<file path="src/strap_pkg.sv">
// Constants for the reset and strap capture block.
// Assumes a 32-bit AXI4-Lite register port and a 10 MHz single clock.
// Functional notes
// - Hard reset clears everything and loads straps.
// - Soft reset is write one then zero.
// - Soft reset never resamples the straps.
// - Soft reset clears FIFO and drawing engine.
// - Soft reset clears all three host machines.
// - Strap lines copied into two capture registers.
// - Direct hard straps load uninverted.
// - Inverting hard straps load inverted.
// - Legacy enable straps decode port and bits.
// - Revision and platform codes exposed raw.
// - Bank presence from lines 32:25 and 35.
package strap_pkg;
   // ==========================================================
   // Register byte offsets
   localparam logic [7:0] OFS_STRAP_LOW = 8'h00;
   localparam logic [7:0] OFS_STRAP_HIGH = 8'h04;
   localparam logic [7:0] OFS_RESET = 8'h08;
   localparam logic [7:0] OFS_HOST_CFG = 8'h0C;
   localparam logic [7:0] OFS_OPERATING = 8'h10;
   localparam logic [7:0] OFS_STATUS = 8'h14;
   localparam logic [7:0] OFS_SOFT_LOAD = 8'h18;
   // ==========================================================
   // Strap bus line positions
   localparam int VGA_EN_A_LINE = 5;
   localparam int VGA_BANK0_LINE = 24;
   localparam int VGA_EN_B_LINE = 37;
   localparam int COMPANION_N_LINE = 50;
   localparam int ISA_LINE = 55;
   localparam int PCI_LINE = 56;
   localparam int HIMEM_LINE = 57;
   localparam int DRVRDY_LINE = 58;
   localparam int MAPSEL_LO = 59;
   localparam int MODE_LO = 62;
   localparam int BANK_LO = 25;
   localparam int BANK_TOP_LINE = 35;
   // ==========================================================
   // Host and operating setup field positions
   localparam int CFG_MODE_LO = 0;
   localparam int CFG_FASTDAC = 2;
   localparam int CFG_SPARE = 3;
   localparam int CFG_COMPANION_N = 4;
   localparam int CFG_DRVRDY = 8;
   localparam int CFG_VGAEN_LO = 9;
   localparam int CFG_HIMEM = 12;
   localparam int CFG_WAKEUP = 13;
   localparam int CFG_EXPDEV = 16;
   localparam int CFG_MAPSEL_LO = 24;
   localparam int CFG_PCI = 27;
   localparam int CFG_ISA = 28;
   localparam int OPM_LEGACY_BANK0 = 11;
   localparam int OPM_HYPER_LO = 24;
   localparam int OPM_TRAM = 26;
   // Soft-load register fields, software inverts or copies soft straps here
   localparam int SL_FASTDAC = 0;
   localparam int SL_SPARE = 1;
   localparam int SL_EXPDEV = 2;
   localparam int SL_TRAM = 3;
   localparam int SL_HYPER_LO = 4;
   // ==========================================================
   // Reset values
   localparam logic [31:0] ZERO32 = 32'h0000_0000;
   // Host state machine states
   typedef enum logic [1:0] {HS_IDLE, HS_RUN, HS_DONE} host_state_t;
endpackage

</file>
<file path="src/host_fsm.sv">
// One host control state machine, cleared by hard or soft reset.
// Assumes a start level from the same clock domain.
`timescale 1ns/1ps
module host_fsm (
   // Clock and resets
   input wire logic aclk,
   input wire logic aresetn,
   input wire logic soft_rst,
   // Control
   input wire logic start,
   output logic busy
);
   import strap_pkg::*;
   host_state_t state_q;
   // ==========================================================
   // Sequencer: run until start falls, then settle
   always_ff @(posedge aclk) begin
      if (!aresetn || soft_rst) begin
         state_q <= HS_IDLE;
      end else begin
         case (state_q)
            HS_IDLE: if (start) state_q <= HS_RUN;
            HS_RUN: if (!start) state_q <= HS_DONE;
            HS_DONE: state_q <= HS_IDLE;
            default: state_q <= HS_IDLE;
         endcase
      end
   end
   assign busy = (state_q == HS_RUN);
endmodule // host_fsm

</file>
<file path="src/strap_loader.sv">
// Reset handling and strap capture, with an AXI4-Lite register port.
// Assumes strap resistors hold the pixel bus static during hard reset.
`timescale 1ns/1ps
module strap_loader (
   // Clock and reset
   input wire logic aclk,
   input wire logic aresetn,
   // Strap pixel bus, undriven during reset
   input wire logic [63:0] strap_pixel_bus_in,
   output logic [63:0] strap_pixel_bus_out,
   output logic [63:0] strap_pixel_bus_oe_n,
   // AXI4-Lite write address
   input wire logic [7:0] s_axi_awaddr,
   input wire logic s_axi_awvalid,
   output logic s_axi_awready,
   // AXI4-Lite write data
   input wire logic [31:0] s_axi_wdata,
   input wire logic [3:0] s_axi_wstrb,
   input wire logic s_axi_wvalid,
   output logic s_axi_wready,
   // AXI4-Lite write response
   output logic [1:0] s_axi_bresp,
   output logic s_axi_bvalid,
   input wire logic s_axi_bready,
   // AXI4-Lite read address
   input wire logic [7:0] s_axi_araddr,
   input wire logic s_axi_arvalid,
   output logic s_axi_arready,
   // AXI4-Lite read data
   output logic [31:0] s_axi_rdata,
   output logic [1:0] s_axi_rresp,
   output logic s_axi_rvalid,
   input wire logic s_axi_rready,
   // Internal reset outputs
   output logic soft_reset_active,
   output logic fifo_clear,
   output logic draw_engine_clear,
   output logic legacy_video_clear,
   // Host machine triggers and status
   input wire logic [2:0] host_fsm_start,
   output logic [2:0] host_fsm_busy,
   // Loaded setup fields
   output logic [31:0] host_setup_q,
   output logic [31:0] operating_setup_q,
   output logic legacy_wakeup_port_enable_q
);
   import strap_pkg::*;

   logic [63:0] strap_sync_w;
   logic [31:0] strap_capture_low_q;
   logic [31:0] strap_capture_high_q;
   logic soft_bit_q;
   logic [31:0] soft_load_q;
   logic [31:0] draw_regs_q;
   logic capture_done_q;
   logic in_reset_q;
   logic [7:0] aw_addr_q;
   logic aw_held_q;
   logic [31:0] w_data_q;
   logic [3:0] w_strb_q;
   logic w_held_q;
   logic wr_fire;
   logic [31:0] wr_mask;
   logic wr_hit;
   logic [31:0] rd_word;
   logic rd_hit;
   logic [1:0] vga_code;
   logic wakeup_d;

   // ==========================================================
   // Pins never driven; straps only sensed
   assign strap_pixel_bus_out = 64'h0000_0000_0000_0000;
   assign strap_pixel_bus_oe_n = 64'hFFFF_FFFF_FFFF_FFFF;

   strap_sync u_sync (
      .aclk(aclk),
      .pins(strap_pixel_bus_in),
      .synced(strap_sync_w)
   );

   // ==========================================================
   // Reset tracking; capture fires on first edge after release
   always_ff @(posedge aclk) begin
      in_reset_q <= !aresetn;
   end

   // Straps captured at release, synchroniser already settled
   always_ff @(posedge aclk) begin
      if (!aresetn) begin
         capture_done_q <= 1'b0;
      end else if (in_reset_q) begin
         capture_done_q <= 1'b1;
      end
   end

   // Capture registers, held across soft reset
   always_ff @(posedge aclk) begin
      if (aresetn && in_reset_q) begin
         strap_capture_low_q <= strap_sync_w[31:0];
         strap_capture_high_q <= strap_sync_w[63:32];
      end
   end

   // ==========================================================
   // Legacy enable decode: A alone gives wakeup port, B alone or both do not
   assign vga_code = (strap_sync_w[VGA_EN_A_LINE] || strap_sync_w[VGA_EN_B_LINE]) ? 2'h3 : 2'h0;
   assign wakeup_d = strap_sync_w[VGA_EN_A_LINE] && !strap_sync_w[VGA_EN_B_LINE];

   // Host setup: hard fields only from straps, soft from software
   always_ff @(posedge aclk) begin
      if (!aresetn) begin
         host_setup_q <= ZERO32;
      end else if (in_reset_q) begin
         host_setup_q <= ZERO32;
         host_setup_q[CFG_MODE_LO +: 2] <= strap_sync_w[MODE_LO +: 2];
         host_setup_q[CFG_MAPSEL_LO +: 3] <= strap_sync_w[MAPSEL_LO +: 3];
         host_setup_q[CFG_ISA] <= strap_sync_w[ISA_LINE];
         host_setup_q[CFG_PCI] <= !strap_sync_w[PCI_LINE];
         host_setup_q[CFG_HIMEM] <= !strap_sync_w[HIMEM_LINE];
         host_setup_q[CFG_DRVRDY] <= !strap_sync_w[DRVRDY_LINE];
         host_setup_q[CFG_COMPANION_N] <= !strap_sync_w[COMPANION_N_LINE];
         host_setup_q[CFG_VGAEN_LO +: 2] <= vga_code;
         host_setup_q[CFG_WAKEUP] <= wakeup_d;
      end else begin
         // Software-loaded soft strap fields; hard fields untouched by soft reset
         host_setup_q[CFG_FASTDAC] <= soft_load_q[SL_FASTDAC];
         host_setup_q[CFG_SPARE] <= soft_load_q[SL_SPARE];
         host_setup_q[CFG_EXPDEV] <= soft_load_q[SL_EXPDEV];
      end
   end

   always_ff @(posedge aclk) begin
      if (!aresetn) begin
         legacy_wakeup_port_enable_q <= 1'b0;
      end else if (in_reset_q) begin
         legacy_wakeup_port_enable_q <= wakeup_d;
      end
   end

   // Operating setup: bank-zero from strap, soft fields by software
   always_ff @(posedge aclk) begin
      if (!aresetn) begin
         operating_setup_q <= ZERO32;
      end else if (in_reset_q) begin
         operating_setup_q <= ZERO32;
         operating_setup_q[OPM_LEGACY_BANK0] <= strap_sync_w[VGA_BANK0_LINE];
      end else begin
         operating_setup_q[OPM_HYPER_LO +: 2] <= soft_load_q[SL_HYPER_LO +: 2];
         operating_setup_q[OPM_TRAM] <= soft_load_q[SL_TRAM];
      end
   end

   // ==========================================================
   // AXI write channel capture, either order
   assign s_axi_awready = !aw_held_q && !s_axi_bvalid;
   assign s_axi_wready = !w_held_q && !s_axi_bvalid;
   assign wr_fire = aw_held_q && w_held_q && !s_axi_bvalid;

   always_ff @(posedge aclk) begin
      if (!aresetn) begin
         aw_held_q <= 1'b0;
         w_held_q <= 1'b0;
         aw_addr_q <= 8'h00;
         w_data_q <= ZERO32;
         w_strb_q <= 4'h0;
      end else begin
         if (s_axi_awvalid && s_axi_awready) begin
            aw_held_q <= 1'b1;
            aw_addr_q <= s_axi_awaddr;
         end else if (wr_fire) begin
            aw_held_q <= 1'b0;
         end
         if (s_axi_wvalid && s_axi_wready) begin
            w_held_q <= 1'b1;
            w_data_q <= s_axi_wdata;
            w_strb_q <= s_axi_wstrb;
         end else if (wr_fire) begin
            w_held_q <= 1'b0;
         end
      end
   end

   // Byte-lane mask from strobes
   always_comb begin
      for (int i = 0; i < 4; i++) begin
         wr_mask[8*i +: 8] = {8{w_strb_q[i]}};
      end
   end

   assign wr_hit = (aw_addr_q == OFS_RESET) || (aw_addr_q == OFS_SOFT_LOAD) ||
      (aw_addr_q == OFS_STRAP_LOW) || (aw_addr_q == OFS_STRAP_HIGH) ||
      (aw_addr_q == OFS_HOST_CFG) || (aw_addr_q == OFS_OPERATING) || (aw_addr_q == OFS_STATUS);

   // Write response; unmapped addresses answer DECERR
   always_ff @(posedge aclk) begin
      if (!aresetn) begin
         s_axi_bvalid <= 1'b0;
         s_axi_bresp <= 2'h0;
      end else if (wr_fire) begin
         s_axi_bvalid <= 1'b1;
         s_axi_bresp <= wr_hit ? 2'h0 : 2'h3;
      end else if (s_axi_bready) begin
         s_axi_bvalid <= 1'b0;
      end
   end

   // ==========================================================
   // Soft reset bit: held while it reads one
   always_ff @(posedge aclk) begin
      if (!aresetn) begin
         soft_bit_q <= 1'b0;
      end else if (wr_fire && aw_addr_q == OFS_RESET && w_strb_q[0]) begin
         soft_bit_q <= w_data_q[0];
      end
   end

   // Soft strap load word written by software
   always_ff @(posedge aclk) begin
      if (!aresetn) begin
         soft_load_q <= ZERO32;
      end else if (wr_fire && aw_addr_q == OFS_SOFT_LOAD) begin
         soft_load_q <= (soft_load_q & ~wr_mask) | (w_data_q & wr_mask);
      end
   end

   // Internal reset fan-out
   assign soft_reset_active = soft_bit_q;
   assign fifo_clear = !aresetn || soft_bit_q;
   assign draw_engine_clear = !aresetn || soft_bit_q;
   assign legacy_video_clear = !aresetn;

   // Drawing register stand-in, lost on soft reset
   always_ff @(posedge aclk) begin
      if (!aresetn || soft_bit_q) begin
         draw_regs_q <= ZERO32;
      end else if (wr_fire && aw_addr_q == OFS_STATUS) begin
         draw_regs_q <= (draw_regs_q & ~wr_mask) | (w_data_q & wr_mask);
      end
   end

   // ==========================================================
   // Three host machines cleared by soft reset
   genvar g;
   generate
      for (g = 0; g < 3; g++) begin : g_host
         host_fsm u_fsm (
            .aclk(aclk),
            .aresetn(aresetn),
            .soft_rst(soft_bit_q),
            .start(host_fsm_start[g]),
            .busy(host_fsm_busy[g])
         );
      end
   endgenerate

   // ==========================================================
   // Read path
   always_comb begin
      rd_hit = 1'b1;
      case (s_axi_araddr)
         OFS_STRAP_LOW: rd_word = strap_capture_low_q;
         OFS_STRAP_HIGH: rd_word = strap_capture_high_q;
         OFS_RESET: rd_word = {31'h0000_0000, soft_bit_q};
         OFS_HOST_CFG: rd_word = host_setup_q;
         OFS_OPERATING: rd_word = operating_setup_q;
         OFS_STATUS: rd_word = {draw_regs_q[31:4], host_fsm_busy, capture_done_q};
         OFS_SOFT_LOAD: rd_word = soft_load_q;
         default: begin
            rd_word = ZERO32;
            rd_hit = 1'b0;
         end
      endcase
   end

   assign s_axi_arready = !s_axi_rvalid;

   always_ff @(posedge aclk) begin
      if (!aresetn) begin
         s_axi_rvalid <= 1'b0;
         s_axi_rdata <= ZERO32;
         s_axi_rresp <= 2'h0;
      end else if (s_axi_arvalid && s_axi_arready) begin
         s_axi_rvalid <= 1'b1;
         s_axi_rdata <= rd_word;
         s_axi_rresp <= rd_hit ? 2'h0 : 2'h3;
      end else if (s_axi_rready) begin
         s_axi_rvalid <= 1'b0;
      end
   end

   // ==========================================================
   // Checks
   a_capture_low_copy: assert property (@(posedge aclk) disable iff (!aresetn)
      $rose(capture_done_q) |-> strap_capture_low_q == $past(strap_sync_w[31:0]))
      else $error("low capture mismatch");
   a_capture_high_copy: assert property (@(posedge aclk) disable iff (!aresetn)
      $rose(capture_done_q) |-> strap_capture_high_q == $past(strap_sync_w[63:32]))
      else $error("high capture mismatch");
   a_soft_keeps_straps: assert property (@(posedge aclk) disable iff (!aresetn)
      capture_done_q && $past(capture_done_q) |-> $stable(strap_capture_low_q) && $stable(strap_capture_high_q))
      else $error("straps changed after capture");
   a_invert_pci_load: assert property (@(posedge aclk) disable iff (!aresetn)
      $rose(capture_done_q) |-> host_setup_q[CFG_PCI] == !strap_capture_high_q[PCI_LINE - 32])
      else $error("pci field not inverted");
   a_direct_mapsel_load: assert property (@(posedge aclk) disable iff (!aresetn)
      $rose(capture_done_q) |-> host_setup_q[CFG_MAPSEL_LO +: 3] == strap_capture_high_q[MAPSEL_LO - 32 +: 3])
      else $error("base window field wrong");
   a_soft_clears_fsm: assert property (@(posedge aclk) disable iff (!aresetn)
      soft_bit_q ##1 soft_bit_q |-> host_fsm_busy == 3'h0)
      else $error("host machine busy in soft reset");
   a_soft_follows_bit: assert property (@(posedge aclk) disable iff (!aresetn)
      wr_fire && aw_addr_q == OFS_RESET && w_strb_q[0] |=> soft_reset_active == $past(w_data_q[0]))
      else $error("soft reset not following bit");
   a_draw_lost_soft: assert property (@(posedge aclk) disable iff (!aresetn)
      soft_bit_q |=> draw_regs_q == ZERO32 && draw_engine_clear == soft_bit_q)
      else $error("drawing state kept in soft reset");
   a_wakeup_decode: assert property (@(posedge aclk) disable iff (!aresetn)
      $rose(capture_done_q) |-> legacy_wakeup_port_enable_q == (strap_capture_low_q[VGA_EN_A_LINE] &&
      !strap_capture_high_q[VGA_EN_B_LINE - 32]))
      else $error("wakeup port decode wrong");
   a_pins_undriven: assert property (@(posedge aclk) strap_pixel_bus_oe_n == 64'hFFFF_FFFF_FFFF_FFFF)
      else $error("strap pins driven");
   // ==========================================================
   // Hard reset and remaining strap loads; hard reset check has no disable, reset itself is watched
   a_hard_clears_state: assert property (@(posedge aclk) !aresetn |=> host_setup_q == ZERO32 &&
      !s_axi_bvalid && !s_axi_rvalid && !soft_bit_q)
      else $error("state kept through hard reset");
   a_invert_himem_load: assert property (@(posedge aclk) disable iff (!aresetn)
      $rose(capture_done_q) |-> host_setup_q[CFG_HIMEM] == !strap_capture_high_q[HIMEM_LINE - 32])
      else $error("high map field not inverted");
   a_direct_isa_load: assert property (@(posedge aclk) disable iff (!aresetn)
      $rose(capture_done_q) |-> host_setup_q[CFG_ISA] == strap_capture_high_q[ISA_LINE - 32])
      else $error("isa field wrong");
   a_legacy_code_load: assert property (@(posedge aclk) disable iff (!aresetn)
      $rose(capture_done_q) |-> host_setup_q[CFG_VGAEN_LO +: 2] == {2{strap_capture_low_q[VGA_EN_A_LINE] ||
      strap_capture_high_q[VGA_EN_B_LINE - 32]}})
      else $error("legacy enable code wrong");
   a_bank_zero_load: assert property (@(posedge aclk) disable iff (!aresetn)
      $rose(capture_done_q) |-> operating_setup_q[OPM_LEGACY_BANK0] == strap_capture_low_q[VGA_BANK0_LINE])
      else $error("bank zero field wrong");
endmodule // strap_loader

</file>
<file path="src/strap_sync.sv">
// Two-stage synchroniser for the 64 strap pins.
// Assumes the straps are static pin levels outside the clock domain.
`timescale 1ns/1ps
module strap_sync (
   // Clock
   input wire logic aclk,
   // Pins in, synchronised out
   input wire logic [63:0] pins,
   output logic [63:0] synced
);
   logic [63:0] meta_q;
   // ==========================================================
   // First stage read only by second
   always_ff @(posedge aclk) begin
      meta_q <= pins;
      synced <= meta_q;
   end
endmodule // strap_sync

</file>
<file path="config.mk">
export PLATFORM = sky130hd
export DESIGN_NAME = strap_loader
export DESIGN_NICKNAME = d
export VERILOG_FILES = /design/src/strap_pkg.sv /design/src/host_fsm.sv /design/src/strap_loader.sv /design/src/strap_sync.sv
export SDC_FILE = /design/constraint.sdc
export NUM_CORES = 1
export LEC_CHECK = 0
export BUFFER_PORTS_ARGS = -buffer_cell sky130_fd_sc_hd__buf_2
export CORE_ASPECT_RATIO = 0.5
export CORE_UTILIZATION = 56
export CTS_CLUSTER_SIZE = 25
export DETAILED_ROUTE_END_ITERATION = 12
export PLACE_DENSITY = 0.85
export REMOVE_ABC_BUFFERS = 1
export SYNTH_ARGS = -nofsm -noshare
export SYNTH_HDL_FRONTEND = slang
export SYNTH_SLANG_ARGS = --single-unit
</file>
<file path="constraint.sdc">
create_clock -name aclk -period 6.2 [get_ports aclk]
set_input_delay 0.62 -clock aclk [delete_from_list [all_inputs] [get_ports aclk]]
set_output_delay 0.62 -clock aclk [all_outputs]
set_load 0.02 [all_outputs]
</file>
-- Yosys cells after proc, flatten, opt, wreduce, memory -nomap -nowiden
Index checks and enable logic that the tools add are counted.
- input port bits: 126
- bits in registers: 370
- multiplexer cells: 21
- reductions and logical operators: 45
- bitwise operators: 7
- equal/unequal tests: 21
- operator list (cell ; count):
    32-bit case mux with 7 select lines ; 1
    32-bit bitwise AND ; 3
    32-bit OR ; 2
    8-bit by 5-bit equality test with 1-bit output (second input constant) ; 6
    8-bit by 4-bit equality test with 1-bit output (second input constant) ; 4
    32-bit inverter ; 1
    2-bit 2-to-1 mux ; 9
    8-bit by 3-bit equality test with 1-bit output (second input constant) ; 2
    8-bit zero test ; 2
    1-bit logical AND ; 13
    2-bit != test (second input constant) ; 6
    2-bit case mux with 2 select lines ; 3
    1-bit zero test ; 10
    1-bit logical OR ; 8
    1-bit 2-to-1 mux ; 8
    2-bit nonzero test ; 4
    7-bit OR reduction ; 1
    2-bit by 1-bit equality test with 1-bit output (second input constant) ; 3
    2-bit zero test ; 3
    2-bit AND reduction ; 3
    2-bit OR reduction ; 1
    1-bit inverter ; 1

-- Logic depth before layout (Yosys ltp)
Gate-level depths: netlist (run 1).
- depth after elaboration: 8
- mapped depth: 7
- depth with buffers taken out: 4

-- Hierarchy
Synthesis (run 1) repeated with hierarchy kept, for this count alone.
- cell total of the unflattened synthesis: 1179
- area, all modules: 13296.5 sq um
- modules (own cells, without submodules) (module ; times used ; area an instance (sq um) ; seq. area each (sq um) ; cells an instance):
    strap_loader ; 1 ; 10460.0 ; 5205.0 ; 1036
    strap_sync ; 1 ; 2562.5 ; 2562.5 ; 128
    host_fsm ; 3 ; 91.3 ; 40.0 ; 5

-- Worst setup path before layout (run 1)
OpenSTA, ideal clock, no wires.
- path kind: flip-flop to flip-flop
- start point: reg in_reset_q
- end point: reg strap_capture_high_q[0], enable pin
- slack: 3.604 ns
- stages on the path, launching flop included: 3
- data required time: 5.771 ns
- arrival time: 2.168 ns
- path through: dfxtp_1 clkbuf_1 and2_1
- longest elaborated chain between the ends: 1
- RTL lines (item ; line ; source):
    start, declared ; strap_loader.sv:56 ; logic in_reset_q;
    start signal, assigned ; strap_loader.sv:84 ; in_reset_q <= !aresetn;
    1-bit logical AND ; strap_loader.sv:98 ; if (aresetn && in_reset_q) begin
    end signal, assigned ; strap_loader.sv:100 ; strap_capture_high_q <= strap_sync_w[63:32];
    end, declared ; strap_loader.sv:51 ; logic [31:0] strap_capture_high_q;
Every way passes these cells.
A chain may end at the register's enable or synchronous reset.

-- Final worst setup path (run 1)
- start point: in aresetn
- end point: out legacy_video_clear
- longest elaborated chain between the ends: 1
- RTL lines (item ; line ; source):
    start, declared ; strap_loader.sv:7 ; input wire logic aresetn,
    1-bit zero test ; - ;
    end, declared ; strap_loader.sv:38 ; output logic legacy_video_clear,
Every way passes these cells.

==> metrics.md, run 1 <==
| Metric | Value |
|---|---|
| Crit Path Class | `input port to output pin` |
| Setup skew after layout | `0.0165 ns` |
| Die footprint | `23800 um^2` |
| GR Overflow Total | `0` |
| Final routed wire length divided by cell count | `18.1 um` |
| Post-synthesis to final-layout area growth | `10.9%` |
| Final TNS setup | `0 ns` |
| Power per standard cell area | `328 nW/um^2` |
| Critical path startpoint category | `input port` |
| Final count of hold timing violations | `0` |
| Most Frequent Cell on Critical Path | `sky130_fd_sc_hd__buf_2` |
| Cell types occupying the most area after synthesis | `sky130_fd_sc_hd__dfxtp_1 (46%), sky130_fd_sc_hd__edfxtp_1 (15%), sky130_fd_sc_hd__buf_4 (10%)` |
| DRT iter0 DRCs | `735` |
| Unrepaired setup endpoints after global routing | `no` |
| Asr flop ratio synth | `0` |
| Post-DP HPWL | `19.9 mm` |
| Compound-cell area share of the yosys netlist | `0.0865` |
| Post-synthesis cell type count | `51` |
| Seq. cell area | `7890 um^2` |
| Most common flop cell mapped by yosys | `sky130_fd_sc_hd__dfxtp_1` |
| Min-delay worst type | `input port to register` |
| Die height | `110 um` |
| Number of pins with negative max-slew slack in the final report | `0` |
| Number of synthesized register bits | `362` |
| Fraction of synthesized cell area taken by the top area cell type | `0.460` |
| Area taken by multi-input logic gates | `4130 um^2` |
| CP max stage cell | `sky130_fd_sc_hd__buf_4` |
| Clock slew seen by the registers of the worst setup and hold paths | `0.07 ns` |
| Worst Max-Slew Pin Slew | `0.957 ns` |
| Highest Signal Layer | `met4` |
| Number of violations of the max-capacitance limit | `0` |
| # diodes | `0` |
| Routed vias | `8467` |
| Worst max-slew margin expressed relative to the limit | `0.357` |
| Initial cell density of the core | `0.584` |
| Global Route Usage Sum | `0.240` |
| Seq/Total Area, Yosys | `0.608` |
| Crit share post-route | `0.460` |
| CTS tree | `yes` |
| Combinational family with the most area after synthesis | `buffers and inverters` |
| Clock Tree Root | `sky130_fd_sc_hd__clkbuf_16` |
| Final net count | `1435` |
| Total iterations of the first detailed-routing run | `6` |
| Number of clock sinks seen by CTS | `362` |
| Post-Synth Simple-Gate Area | `0.0977` |
| Run status | `finished clean` |
| Remaining number of nets flagged by the antenna check after routing | `0` |
| Number of cells in the design after placement | `1578` |
| Total standard cell area after synthesis | `13000 um^2` |
| Vias per Instance | `5.19` |
| Global-route wire length before repair | `44.1 mm` |
| Depth of the CTS H-tree | `1` |
| Data arrival time of the critical path | `2.23 ns` |
| Multiplexer area fraction after synthesis | `0.0825` |
| Largest area contributor in the netlist | `sky130_fd_sc_hd__dfxtp_1` |
| Synth Warn # | `0` |
| Number of antenna violations at the first check in global routing | `0` |
| Detail Route met2 WL | `14.7 mm` |
| Die W | `217 um` |
| Synthesized area divided by synthesized cell count | `11.3 um^2` |
| Post-synth EDFFs | `64` |
| Final routed DRC violation total | `0` |
| Cts hold-fix bufs | `0` |
| Pin count of the biggest net entering global routing | `58` |
| Total buffers and inverters traversed by the critical path | `4` |
| Startpoint of the worst-slack reg-to-reg timing path | `s_axi_bvalid$_SDFFE_PN0P_` |
| Maximum achievable frequency | `350 MHz` |
| Kind of cell adding the most delay to the critical path | `buffers and inverters` |
| Maximum cell stage delay along the critical path | `0.62 ns` |
| Number of stages on the worst setup path | `4` |
| Drt total wl | `29.5 mm` |
| Crit-path max FO | `57` |
| Number of buffers added by the clock tree synthesis step | `29` |
| Final weighted congestion in routability-driven placement | `0.899` |
| Final setup fails | `0` |
| CTS Buffer Depth | `3` |
| Amount of wire on met3 after detailed routing | `2.30 mm` |
| Sum of routed wire segments on met1 | `11.9 mm` |
| Capture point of the worst path | `legacy_video_clear` |
| Post-CTS Resized | `0` |
| Peak supply drop | `230 uV` |
| Worst reg-to-reg path cell count | `4` |
| I/O pin count | `367` |
| Post-synthesis instance total | `1146` |
| R2r setup slk | `3.74 ns` |
| Final critical path time including I/O delays and setup | `2.85 ns` |
| Clock insertion delay at the later pin of the skew report | `0.56 ns` |
| PortBufs | `194` |
| Post CTS Setup Buffer Count | `0` |
| Worst EP required | `5.58 ns` |
| Non-filler cells in the finished layout | `1632` |
| Synth Area in Adders | `0` |
| Worst Setup End Kind | `output pin` |
| Number of fillers in the final layout | `1629` |
| Setup crit start | `aresetn` |
| Number of global-route vias before repair | `8075` |
| Total core area | `22200 um^2` |
| Fraction of layout instances using a drive strength above 1 | `0.213` |
| Number of standard-cell rows in the floorplan | `38` |
| Synthesized-area fraction occupied by xor and xnor cells | `0` |
| Worst min-delay path startpoint | `strap_pixel_bus_in[30]` |
| Cells along the critical path | `buf_2, clkinv_2, buf_4, buf_2` |
| P_leak | `6.27 nW` |
## cells in the mapped netlist (2+ instances only)
cell type	instances
sky130_fd_sc_hd__or3_1	3
sky130_fd_sc_hd__nor3b_1	4
sky130_fd_sc_hd__nor4_4	4
sky130_fd_sc_hd__o31ai_1	2
sky130_fd_sc_hd__mux2_2	24
sky130_fd_sc_hd__buf_1	5
sky130_fd_sc_hd__o22ai_1	7
sky130_fd_sc_hd__a2111oi_0	2
sky130_fd_sc_hd__buf_4	180
sky130_fd_sc_hd__nand3_1	6
sky130_fd_sc_hd__nand4b_1	8
sky130_fd_sc_hd__conb_1	2
sky130_fd_sc_hd__dfxtp_1	298
sky130_fd_sc_hd__nand2_1	108
sky130_fd_sc_hd__mux2i_1	80
sky130_fd_sc_hd__a32o_1	2
sky130_fd_sc_hd__a211oi_1	4
sky130_fd_sc_hd__and2_1	10
sky130_fd_sc_hd__a2bb2oi_1	3
sky130_fd_sc_hd__nand2b_1	8
sky130_fd_sc_hd__and3b_1	3
sky130_fd_sc_hd__a21oi_1	57
sky130_fd_sc_hd__nor2_1	90
sky130_fd_sc_hd__edfxtp_1	64
sky130_fd_sc_hd__nand3b_1	3
sky130_fd_sc_hd__o21ai_0	15
sky130_fd_sc_hd__a221oi_1	16
sky130_fd_sc_hd__or2_2	2
sky130_fd_sc_hd__buf_2	7
sky130_fd_sc_hd__nor2b_1	4
sky130_fd_sc_hd__or4_1	4
sky130_fd_sc_hd__a22o_1	29
sky130_fd_sc_hd__nor3_1	4
sky130_fd_sc_hd__clkbuf_1	46
sky130_fd_sc_hd__inv_1	6
sky130_fd_sc_hd__a22oi_1	21
## worst reg2reg max path, cell delays in order, from the launching register on
cell and delay, ns:
sky130_fd_sc_hd__dfxtp_1 0.35, sky130_fd_sc_hd__nand3b_1 0.58, sky130_fd_sc_hd__nor4_4 1.01, sky130_fd_sc_hd__mux2i_1 0.30, sky130_fd_sc_hd__nor2_1 0.07
## per-layer routing
layer  track usage  up-vias
met1         0.302     4103
met4        0.0739        0
met5             0        -
li1              -     3913
met3        0.0517       52
met2         0.417      399
## area by class of cell
class,count,area share
clock buffers,41,0.0571
clock inverters,13,0.00818
inverters,8,0.00217
multi-input cells,707,0.287
flip-flops and latches,362,0.548
well taps,300,0.0261
repair buffers,201,0.0711
## worst min-delay path by stage
stage / slack (ns) / cells past startpoint / end
finish: 0.15 / 1 / u_sync.meta_q[30]$_DFF_P_
global route: 0.13 / 1 / u_sync.meta_q[14]$_DFF_P_
CTS: 0.14 / 1 / u_sync.meta_q[30]$_DFF_P_
detailed placement: 0.31 / 0 / u_sync.synced[14]$_DFF_P_
global placement: 0.31 / 0 / u_sync.synced[47]$_DFF_P_
floorplan: 0.31 / 0 / u_sync.synced[0]$_DFF_P_
## through the flow
step / area [um^2] / worst slack [ns] / hold slack [ns] / total power [mW] / utilization
after global placement: 13400 / 3.42 / 0.310 / 2.94 / 0.606
after CTS: 14400 / 3.37 / 0.137 / 4.73 / 0.648
after global routing: 14400 / 3.25 / 0.133 / 4.87 / 0.648
after detailed placement: 13400 / 3.37 / 0.312 / 2.95 / 0.606
after floorplan: 12000 / 1.03 / 0.310 / 2.81 / -
final: 14400 / 3.35 / 0.154 / 4.72 / 0.648
## cells by family after synthesis
family,count (synthesis)
multiplexers,104
AO/OA/AOI/OAI,165
AND/OR/NAND/NOR,266
buffers and inverters,247
other,2
flip-flops,362
## where the power goes
part           switching [mW]  internal [mW]  total, mW
Combinational           0.259         0.0944      0.354
Clock                   0.836          0.978       1.81
Sequential             0.0532           2.50       2.55
Total                    1.15           3.57       4.72
## layout by cell type (no fill, tap or decap), types with 7 or more instances in the layout
cell | netlist | final
sky130_fd_sc_hd__a21oi_1 | 57 | 56
sky130_fd_sc_hd__a221oi_1 | 16 | 16
sky130_fd_sc_hd__a22o_1 | 29 | 29
sky130_fd_sc_hd__a22oi_1 | 21 | 21
sky130_fd_sc_hd__and2_1 | 10 | 8
sky130_fd_sc_hd__buf_2 | 7 | 194
sky130_fd_sc_hd__buf_4 | 180 | 7
sky130_fd_sc_hd__clkbuf_1 | 46 | 8
sky130_fd_sc_hd__clkbuf_16 | 0 | 30
sky130_fd_sc_hd__clkinv_2 | 0 | 7
sky130_fd_sc_hd__conb_1 | 2 | 172
sky130_fd_sc_hd__dfxtp_1 | 298 | 298
sky130_fd_sc_hd__edfxtp_1 | 64 | 64
sky130_fd_sc_hd__mux2_2 | 24 | 24
sky130_fd_sc_hd__mux2i_1 | 80 | 80
sky130_fd_sc_hd__nand2_1 | 108 | 108
sky130_fd_sc_hd__nand2b_1 | 8 | 7
sky130_fd_sc_hd__nand4b_1 | 8 | 8
sky130_fd_sc_hd__nor2_1 | 90 | 90
sky130_fd_sc_hd__o21ai_0 | 15 | 15
sky130_fd_sc_hd__o22ai_1 | 7 | 7
Power figures use the tool's default switching activity.
==> run 2, diff against run 1 <==
--- a/config.mk
+++ b/config.mk
@@ -5,12 +5,13 @@
 export SDC_FILE = /design/constraint.sdc
 export NUM_CORES = 1
 export LEC_CHECK = 0
+export ABC_AREA = 1
 export BUFFER_PORTS_ARGS = -buffer_cell sky130_fd_sc_hd__buf_2
 export CORE_ASPECT_RATIO = 0.5
-export CORE_UTILIZATION = 56
+export CORE_UTILIZATION = 52
 export CTS_CLUSTER_SIZE = 25
 export DETAILED_ROUTE_END_ITERATION = 12
-export PLACE_DENSITY = 0.85
+export PLACE_DENSITY = 0.8
 export REMOVE_ABC_BUFFERS = 1
 export SYNTH_ARGS = -nofsm -noshare
 export SYNTH_HDL_FRONTEND = slang
==> constraint.sdc (replaced) <==
create_clock -name aclk -period 2.7 [get_ports aclk]
set_input_delay 0.27 -clock aclk [delete_from_list [all_inputs] [get_ports aclk]]
set_output_delay 0.27 -clock aclk [all_outputs]
set_load 0.02 [all_outputs]
==> metrics.md, run 2 <==
| Metric | Value |
|---|---|
| Worst setup slack after layout | `0.547 ns` |
| Global-route met3 utilization | `0.0415` |
| Synthesized area divided by synthesized cell count | `9.57 um^2` |
| P_leak | `6.82 nW` |
| Non-filler cells in the finished layout | `1980` |
| Number of pins with negative max-slew slack in the final report | `0` |
| Worst EP required | `2.43 ns` |
| Post-synthesis to final-layout area growth | `19.3%` |
| Clock slew seen by the registers of the worst setup and hold paths | `0.07 ns` |
| Met2 Usage GRT | `0.399` |
| Final net count | `1746` |
| Final weighted congestion in routability-driven placement | `0.904` |
| Compound-cell area share of the yosys netlist | `0.104` |
| Final routed DRC violation total | `0` |
| Most numerous cell types in the synthesized netlist | `sky130_fd_sc_hd__dfxtp_1 (298), sky130_fd_sc_hd__buf_4 (181), sky130_fd_sc_hd__o21ai_0 (146), sky130_fd_sc_hd__nand2_1 (143), sky130_fd_sc_hd__nand3_1 (119)` |
| Most common cell after layout, fill and taps aside | `sky130_fd_sc_hd__dfxtp_1` |
| Area after detailed placement | `13600 um^2` |
| Pwr Total | `11.3 mW` |
| Total iterations of the first detailed-routing run | `5` |
| Number of violations of the max-capacitance limit | `0` |
| Post-DP HPWL | `19.5 mm` |
| DRT iter0 DRCs | `1053` |
| Post-synthesis cell type count | `36` |
| Depth of the CTS H-tree | `1` |
| Global routing usage on met1 | `0.312` |
| Crit Path Class | `register to output pin` |
| Critical path startpoint category | `register` |
| Peak supply drop | `378 uV` |
| Data arrival time of the critical path | `1.88 ns` |
| Multiplexer area fraction after synthesis | `0` |
| I/O pin count | `367` |
| Worst max-slew margin expressed relative to the limit | `0.567` |
| Setup skew after layout | `0.0147 ns` |
| Global Route Usage Sum | `0.241` |
| Number of clock sinks seen by CTS | `362` |
| Post-synthesis instance total | `1361` |
| Worst Setup End Kind | `output pin` |
| Clock Tree Root | `sky130_fd_sc_hd__clkbuf_16` |
| Run status | `finished clean` |
| Power per standard cell area | `730 nW/um^2` |
| Min-delay worst type | `input port to register` |
| Crit share post-route | `0.798` |
| Post-placement worst setup slack | `0.745 ns` |
| Total standard cell area after synthesis | `13000 um^2` |
| Number of fillers in the final layout | `1863` |
| Final TNS setup | `0 ns` |
| Worst Max-Slew Pin Slew | `0.650 ns` |
| Largest area contributor in the netlist | `sky130_fd_sc_hd__dfxtp_1` |
| Area taken by multi-input logic gates | `3840 um^2` |
| Synth Area in Adders | `0` |
| Most common flop cell mapped by yosys | `sky130_fd_sc_hd__dfxtp_1` |
| Combinational family with the most area after synthesis | `buffers and inverters` |
| CTS tree | `yes` |
| Post-synth EDFFs | `64` |
| Drt total wl | `31.8 mm` |
| Number of standard-cell rows in the floorplan | `40` |
| Count leader, synth | `sky130_fd_sc_hd__dfxtp_1` |
| Vias per Instance | `4.92` |
| CTS Buffer Depth | `3` |
| Asr flop ratio synth | `0` |
| Fraction of synthesized cell area taken by the top area cell type | `0.458` |
| Die footprint | `25700 um^2` |
| Pin count of the biggest net entering global routing | `69` |
| Seq/Total Area, Yosys | `0.606` |
| # diodes | `0` |
| Number of antenna violations at the first check in global routing | `0` |
| Number of synthesized register bits | `362` |
| PortBufs | `194` |
| Cell types occupying the most area after synthesis | `sky130_fd_sc_hd__dfxtp_1 (46%), sky130_fd_sc_hd__edfxtp_1 (15%), sky130_fd_sc_hd__buf_4 (10%)` |
| Cell area after layout | `15500 um^2` |
| Final critical path time including I/O delays and setup | `2.15 ns` |
| GR Overflow Total | `0` |
| Seq. cell area | `7890 um^2` |
| Final setup fails | `0` |
| Maximum achievable frequency | `464 MHz` |
| Peak-usage layer in the global routing report | `met2` |
| Remaining number of nets flagged by the antenna check after routing | `0` |
| Crit-path max FO | `31` |
| Fraction of layout instances using a drive strength above 1 | `0.176` |
| Synth Warn # | `0` |
| Final count of hold timing violations | `0` |
| Clock insertion delay at the later pin of the skew report | `0.56 ns` |
| Number of cells in the design after placement | `1839` |
| Top library cells by usage in the layout, fill and taps aside | `sky130_fd_sc_hd__dfxtp_1 (298), sky130_fd_sc_hd__buf_2 (194), sky130_fd_sc_hd__conb_1 (172)` |
| Post-Synth Simple-Gate Area | `0.139` |
| Die height | `114 um` |
| Final routed wire length divided by cell count | `16.1 um` |
| Global-route wire length before repair | `48.1 mm` |
| Total core area | `24300 um^2` |
| Routed vias | `9732` |
| Initial cell density of the core | `0.536` |
| Number of buffers added by the clock tree synthesis step | `30` |
| Unrepaired setup endpoints after global routing | `no` |
| Synthesized-area fraction occupied by xor and xnor cells | `0` |
| Die W | `226 um` |
| Number of global-route vias before repair | `9006` |
-- run 2: changes by cell type after synthesis, sizes merged, moves of 36 or more --
cell	previous run	this run
inv	7	88
nand3	6	124
mux2i	80	0
nor2	90	126
o21ai	15	159
nand2	108	145
a21oi	57	101
-- run 2: repair_timing --
item / 4_1_cts / 5_1_grt
endpoints found under the hold margin: 88 / 0
setup endpoints to repair: 0 / 0
buffers inserted: 0 / 0
hold buffers: 85 / 0
resized for setup: 0 / 0
-- run 2: power breakdown --
| part | switching (mW) | internal, mW | leakage (nW) |
|---|---|---|---|
| sequential | 0.114 | 5.75 | 3.07 |
| clock | 1.91 | 2.70 | 0.533 |
| combinational | 0.609 | 0.255 | 3.22 |
| total | 2.63 | 8.71 | 6.82 |
-- run 2: final cells by class --
| cell class | count | area share |
|---|---|---|
| Clock buffer | 47 | 0.0610 |
| Clock inverter | 9 | 0.00838 |
| Inverter | 91 | 0.0220 |
| Multi-Input combinational cell | 840 | 0.247 |
| Sequential cell | 362 | 0.508 |
| Tap cell | 336 | 0.0271 |
| Timing Repair Buffer | 295 | 0.127 |
-- run 2: logic make-up after synthesis --
family	count (synthesis)
AOI/OAI and AO/OA	265
DFF	362
other	2
and+or+nand+nor	403
buffers and inverters	329
-- run 2: worst max-delay path, cell delays in order, from the launching register on --
cell                      delay, ns
sky130_fd_sc_hd__dfxtp_1       0.40
sky130_fd_sc_hd__nor2_2        0.13
sky130_fd_sc_hd__buf_4         0.34
sky130_fd_sc_hd__inv_1         0.22
sky130_fd_sc_hd__buf_2         0.22
-- run 2: metal layers --
metal | part of all wire | wire (um) | up-vias
met5 | 0 | 0 | -
met4 | 0.041 | 1310 | 0
met3 | 0.087 | 2770 | 93
met2 | 0.48 | 15100 | 516
met1 | 0.40 | 12600 | 4507
li1 | - | - | 4616
-- run 2: path summary, 6_finish.rpt --
path | startpoint | endpoint | slack (ns) | cells past startpoint
max | soft_reset_active$_SDFFE_PN0P_ | fifo_clear | 0.55 | 4
min | s_axi_wdata[7] | w_data_q[7]$_SDFFE_PN0P_ | 0.001 | 3
max reg2reg | s_axi_bvalid$_SDFFE_PN0P_ | w_data_q[0]$_SDFFE_PN0P_ | 0.83 | 6
min reg2reg | u_sync.meta_q[1]$_DFF_P_ | u_sync.synced[1]$_DFF_P_ | 0.32 | 0
-- run 2: through the flow --
| step | util | hold slack [ns] |
|---|---|---|
| 3_5_place_dp | 0.560 | 0.312 |
| 4_1_cts | 0.640 | 0.000429 |
| 2_1_floorplan | - | 0.298 |
| 6_report | 0.640 | 0.00127 |
| 3_3_place_gp | 0.560 | 0.310 |
| 5_1_grt | 0.640 | 0.00260 |
==> run 3, diff against run 2 <==
--- a/config.mk
+++ b/config.mk
@@ -5,13 +5,13 @@
 export SDC_FILE = /design/constraint.sdc
 export NUM_CORES = 1
 export LEC_CHECK = 0
-export ABC_AREA = 1
+export ABC_AREA = 0
 export BUFFER_PORTS_ARGS = -buffer_cell sky130_fd_sc_hd__buf_2
 export CORE_ASPECT_RATIO = 0.5
-export CORE_UTILIZATION = 52
+export CORE_UTILIZATION = 47
 export CTS_CLUSTER_SIZE = 25
 export DETAILED_ROUTE_END_ITERATION = 12
-export PLACE_DENSITY = 0.8
+export PLACE_DENSITY = 0.76
 export REMOVE_ABC_BUFFERS = 1
 export SYNTH_ARGS = -nofsm -noshare
 export SYNTH_HDL_FRONTEND = slang
==> constraint.sdc (replaced) <==
create_clock -name aclk -period 1.85 [get_ports aclk]
set_input_delay 0.185 -clock aclk [delete_from_list [all_inputs] [get_ports aclk]]
set_output_delay 0.185 -clock aclk [all_outputs]
set_load 0.02 [all_outputs]
==> metrics.md, run 3 (synthesized netlist as in run 1, its figures left out) <==
| Metric | Value |
|---|---|
| Run status | `complete, but fails checks` |
| Failing checks | `negative setup slack` |
| Number of clock sinks seen by CTS | `362` |
| Depth of the CTS H-tree | `1` |
| CTS tree | `yes` |
| Worst max-slew margin expressed relative to the limit | `0.426` |
| I/O pin count | `367` |
| Final count of hold timing violations | `0` |
| Share of power burned in the clock network | `0.424` |
| # diodes | `0` |
| Top library cells by usage in the layout, fill and taps aside | `sky130_fd_sc_hd__dfxtp_1 (298), sky130_fd_sc_hd__buf_2 (194), sky130_fd_sc_hd__conb_1 (172)` |
| Share of total power consumed by net switching | `0.236` |
| P_leak | `7.10 nW` |
| Total core area | `26700 um^2` |
| Final setup fails | `16` |
| Final critical path time including I/O delays and setup | `1.94 ns` |
| Final weighted congestion in routability-driven placement | `0.839` |
| CTS Buffer Depth | `3` |
| Number of buffers added by the clock tree synthesis step | `30` |
| Data arrival time of the critical path | `2.40 ns` |
| Setup skew after layout | `0.0280 ns` |
| Power dissipated by switching net loads | `4.12 mW` |
| Worst EP required | `2.30 ns` |
| Drt total wl | `33.3 mm` |
| Die footprint | `28300 um^2` |
| Clock Tree Root | `sky130_fd_sc_hd__clkbuf_16` |
| Critical path startpoint category | `register` |
| Most common cell after layout, fill and taps aside | `sky130_fd_sc_hd__dfxtp_1` |
| Min-delay worst type | `input port to register` |
| Part of the power in combinational logic | `0.086` |
| PortBufs | `194` |
| Number of global-route vias before repair | `9263` |
| Clock insertion delay at the later pin of the skew report | `0.58 ns` |
| Total iterations of the first detailed-routing run | `5` |
| Number of antenna violations at the first check in global routing | `0` |
| Maximum achievable frequency | `515 MHz` |
| Pwr Total | `17.5 mW` |
| Die W | `237 um` |
| Post-placement worst setup slack | `-0.124 ns` |
| Portion of total power attributed to sequential cells | `0.490` |
| Peak supply drop | `822 uV` |
| Area after detailed placement | `14000 um^2` |
| Number of violations of the max-capacitance limit | `0` |
| Clock slew seen by the registers of the worst setup and hold paths | `0.07 ns` |
| Pin count of the biggest net entering global routing | `88` |
| Cell area after layout | `16300 um^2` |
| Final routed DRC violation total | `0` |
| Worst Max-Slew Pin Slew | `0.858 ns` |
| Number of standard-cell rows in the floorplan | `42` |
| Global-route wire length before repair | `50.4 mm` |
| Final net count | `1591` |
| Die height | `119 um` |
| Post CTS Setup Buffer Count | `0` |
| Fraction of layout instances using a drive strength above 1 | `0.228` |
| Unrepaired setup endpoints after global routing | `yes` |
| Internal Pwr Total | `13.3 mW` |
| Final routed wire length divided by cell count | `18.1 um` |
| Worst Setup End Kind | `register` |
| Post-DP HPWL | `21.5 mm` |
| Remaining number of nets flagged by the antenna check after routing | `0` |
| Worst setup slack after layout | `-0.0927 ns` |
| DRT iter0 DRCs | `722` |
| Crit share post-route | `1.05` |
| Vias per Instance | `5.08` |
| Post-synthesis to final-layout area growth | `25.9%` |
| Routed vias | `9353` |
| Power per standard cell area | `1070 nW/um^2` |
| Crit-path max FO | `8` |
| Crit Path Class | `register to register` |
| GR Overflow Total | `0` |
| Number of pins with negative max-slew slack in the final report | `0` |
| Number of fillers in the final layout | `1976` |
| Global Route Usage Sum | `0.230` |
| Final TNS setup | `-0.561 ns` |
| Final design utilization | `0.611` |
| Initial cell density of the core | `0.485` |
==> run 3: changes by cell type in the layout (fill, tap and decap cells not counted), sizes merged, moves of 29 or more <==
cell,delta
o21ai,-144
nand3,-118
mux2i,+80
inv,-78
a21oi,-44
nand2,-37
nor2,-36
buf,+31
dlygate4sd3,+30
a22o,+29
==> run 3: area by class of cell <==
class	instances	area (um^2)	area share
well taps	352	440	0.0270
clock buffers	35	843	0.0516
repair buffers	356	2620	0.160
flip-flops and latches	362	7890	0.483
multi-input cells	707	4180	0.256
clock inverters	21	335	0.0205
inverters	8	31.3	0.00191
==> run 3: per-stage QoR <==
step	hold slack [ns]	std cells
3_3_place_gp	0.288	1673
5_1_grt	0.107	1841
2_1_floorplan	0.213	1077
3_5_place_dp	0.289	1673
6_report	0.0892	1841
4_1_cts	0.0750	1844
==> run 3: final timing paths <==
path	startpoint	to	slack, ns	cells after the start
setup reg to reg	aw_addr_q[0]$_SDFFE_PN0P_	register	-0.09	5
hold / removal	s_axi_awvalid	aw_held_q$_SDFFE_PN0P_	0.09	3
hold reg to reg	u_sync.meta_q[50]$_DFF_P_	u_sync.synced[50]$_DFF_P_	0.31	0
setup / recovery	aw_addr_q[0]$_SDFFE_PN0P_	register	-0.09	5
==> run 3: critical path, stage by stage, from the launching register on <==
cell	delay [ns]
sky130_fd_sc_hd__dfxtp_1	0.31
sky130_fd_sc_hd__or4_4	0.60
sky130_fd_sc_hd__or4_4	0.46
sky130_fd_sc_hd__buf_12	0.18
sky130_fd_sc_hd__mux2i_4	0.20
sky130_fd_sc_hd__nor2_2	0.06
==> run 3: power by group through the flow <==
stage | logic, mW | registers [mW] | clock network [mW]
after floorplan | 0.719 | 8.69 | 0
after global placement | 1.24 | 8.71 | 0
after detailed placement | 1.26 | 8.72 | 0
after CTS | 1.46 | 8.55 | 7.46
after global routing | 1.60 | 8.58 | 7.81
final | 1.50 | 8.56 | 7.41
==> run 3: timing repair <==
action | CTS | global route
hold buffers | 115 | 0
endpoints found under the setup margin | 53 | 56
pin swaps | 5 | 4
gates resized for setup | 13 | 6
endpoints found under the hold margin | 120 | 0
cloned | 0 | 0
==> run 3: routing by layer <==
metal	GRT usage	up-vias	routed length (um)
li1	-	4226	-
met1	0.276	4541	13000
met2	0.399	481	16400
met3	0.0452	105	2410
met4	0.104	0	1530
met5	0	-	0
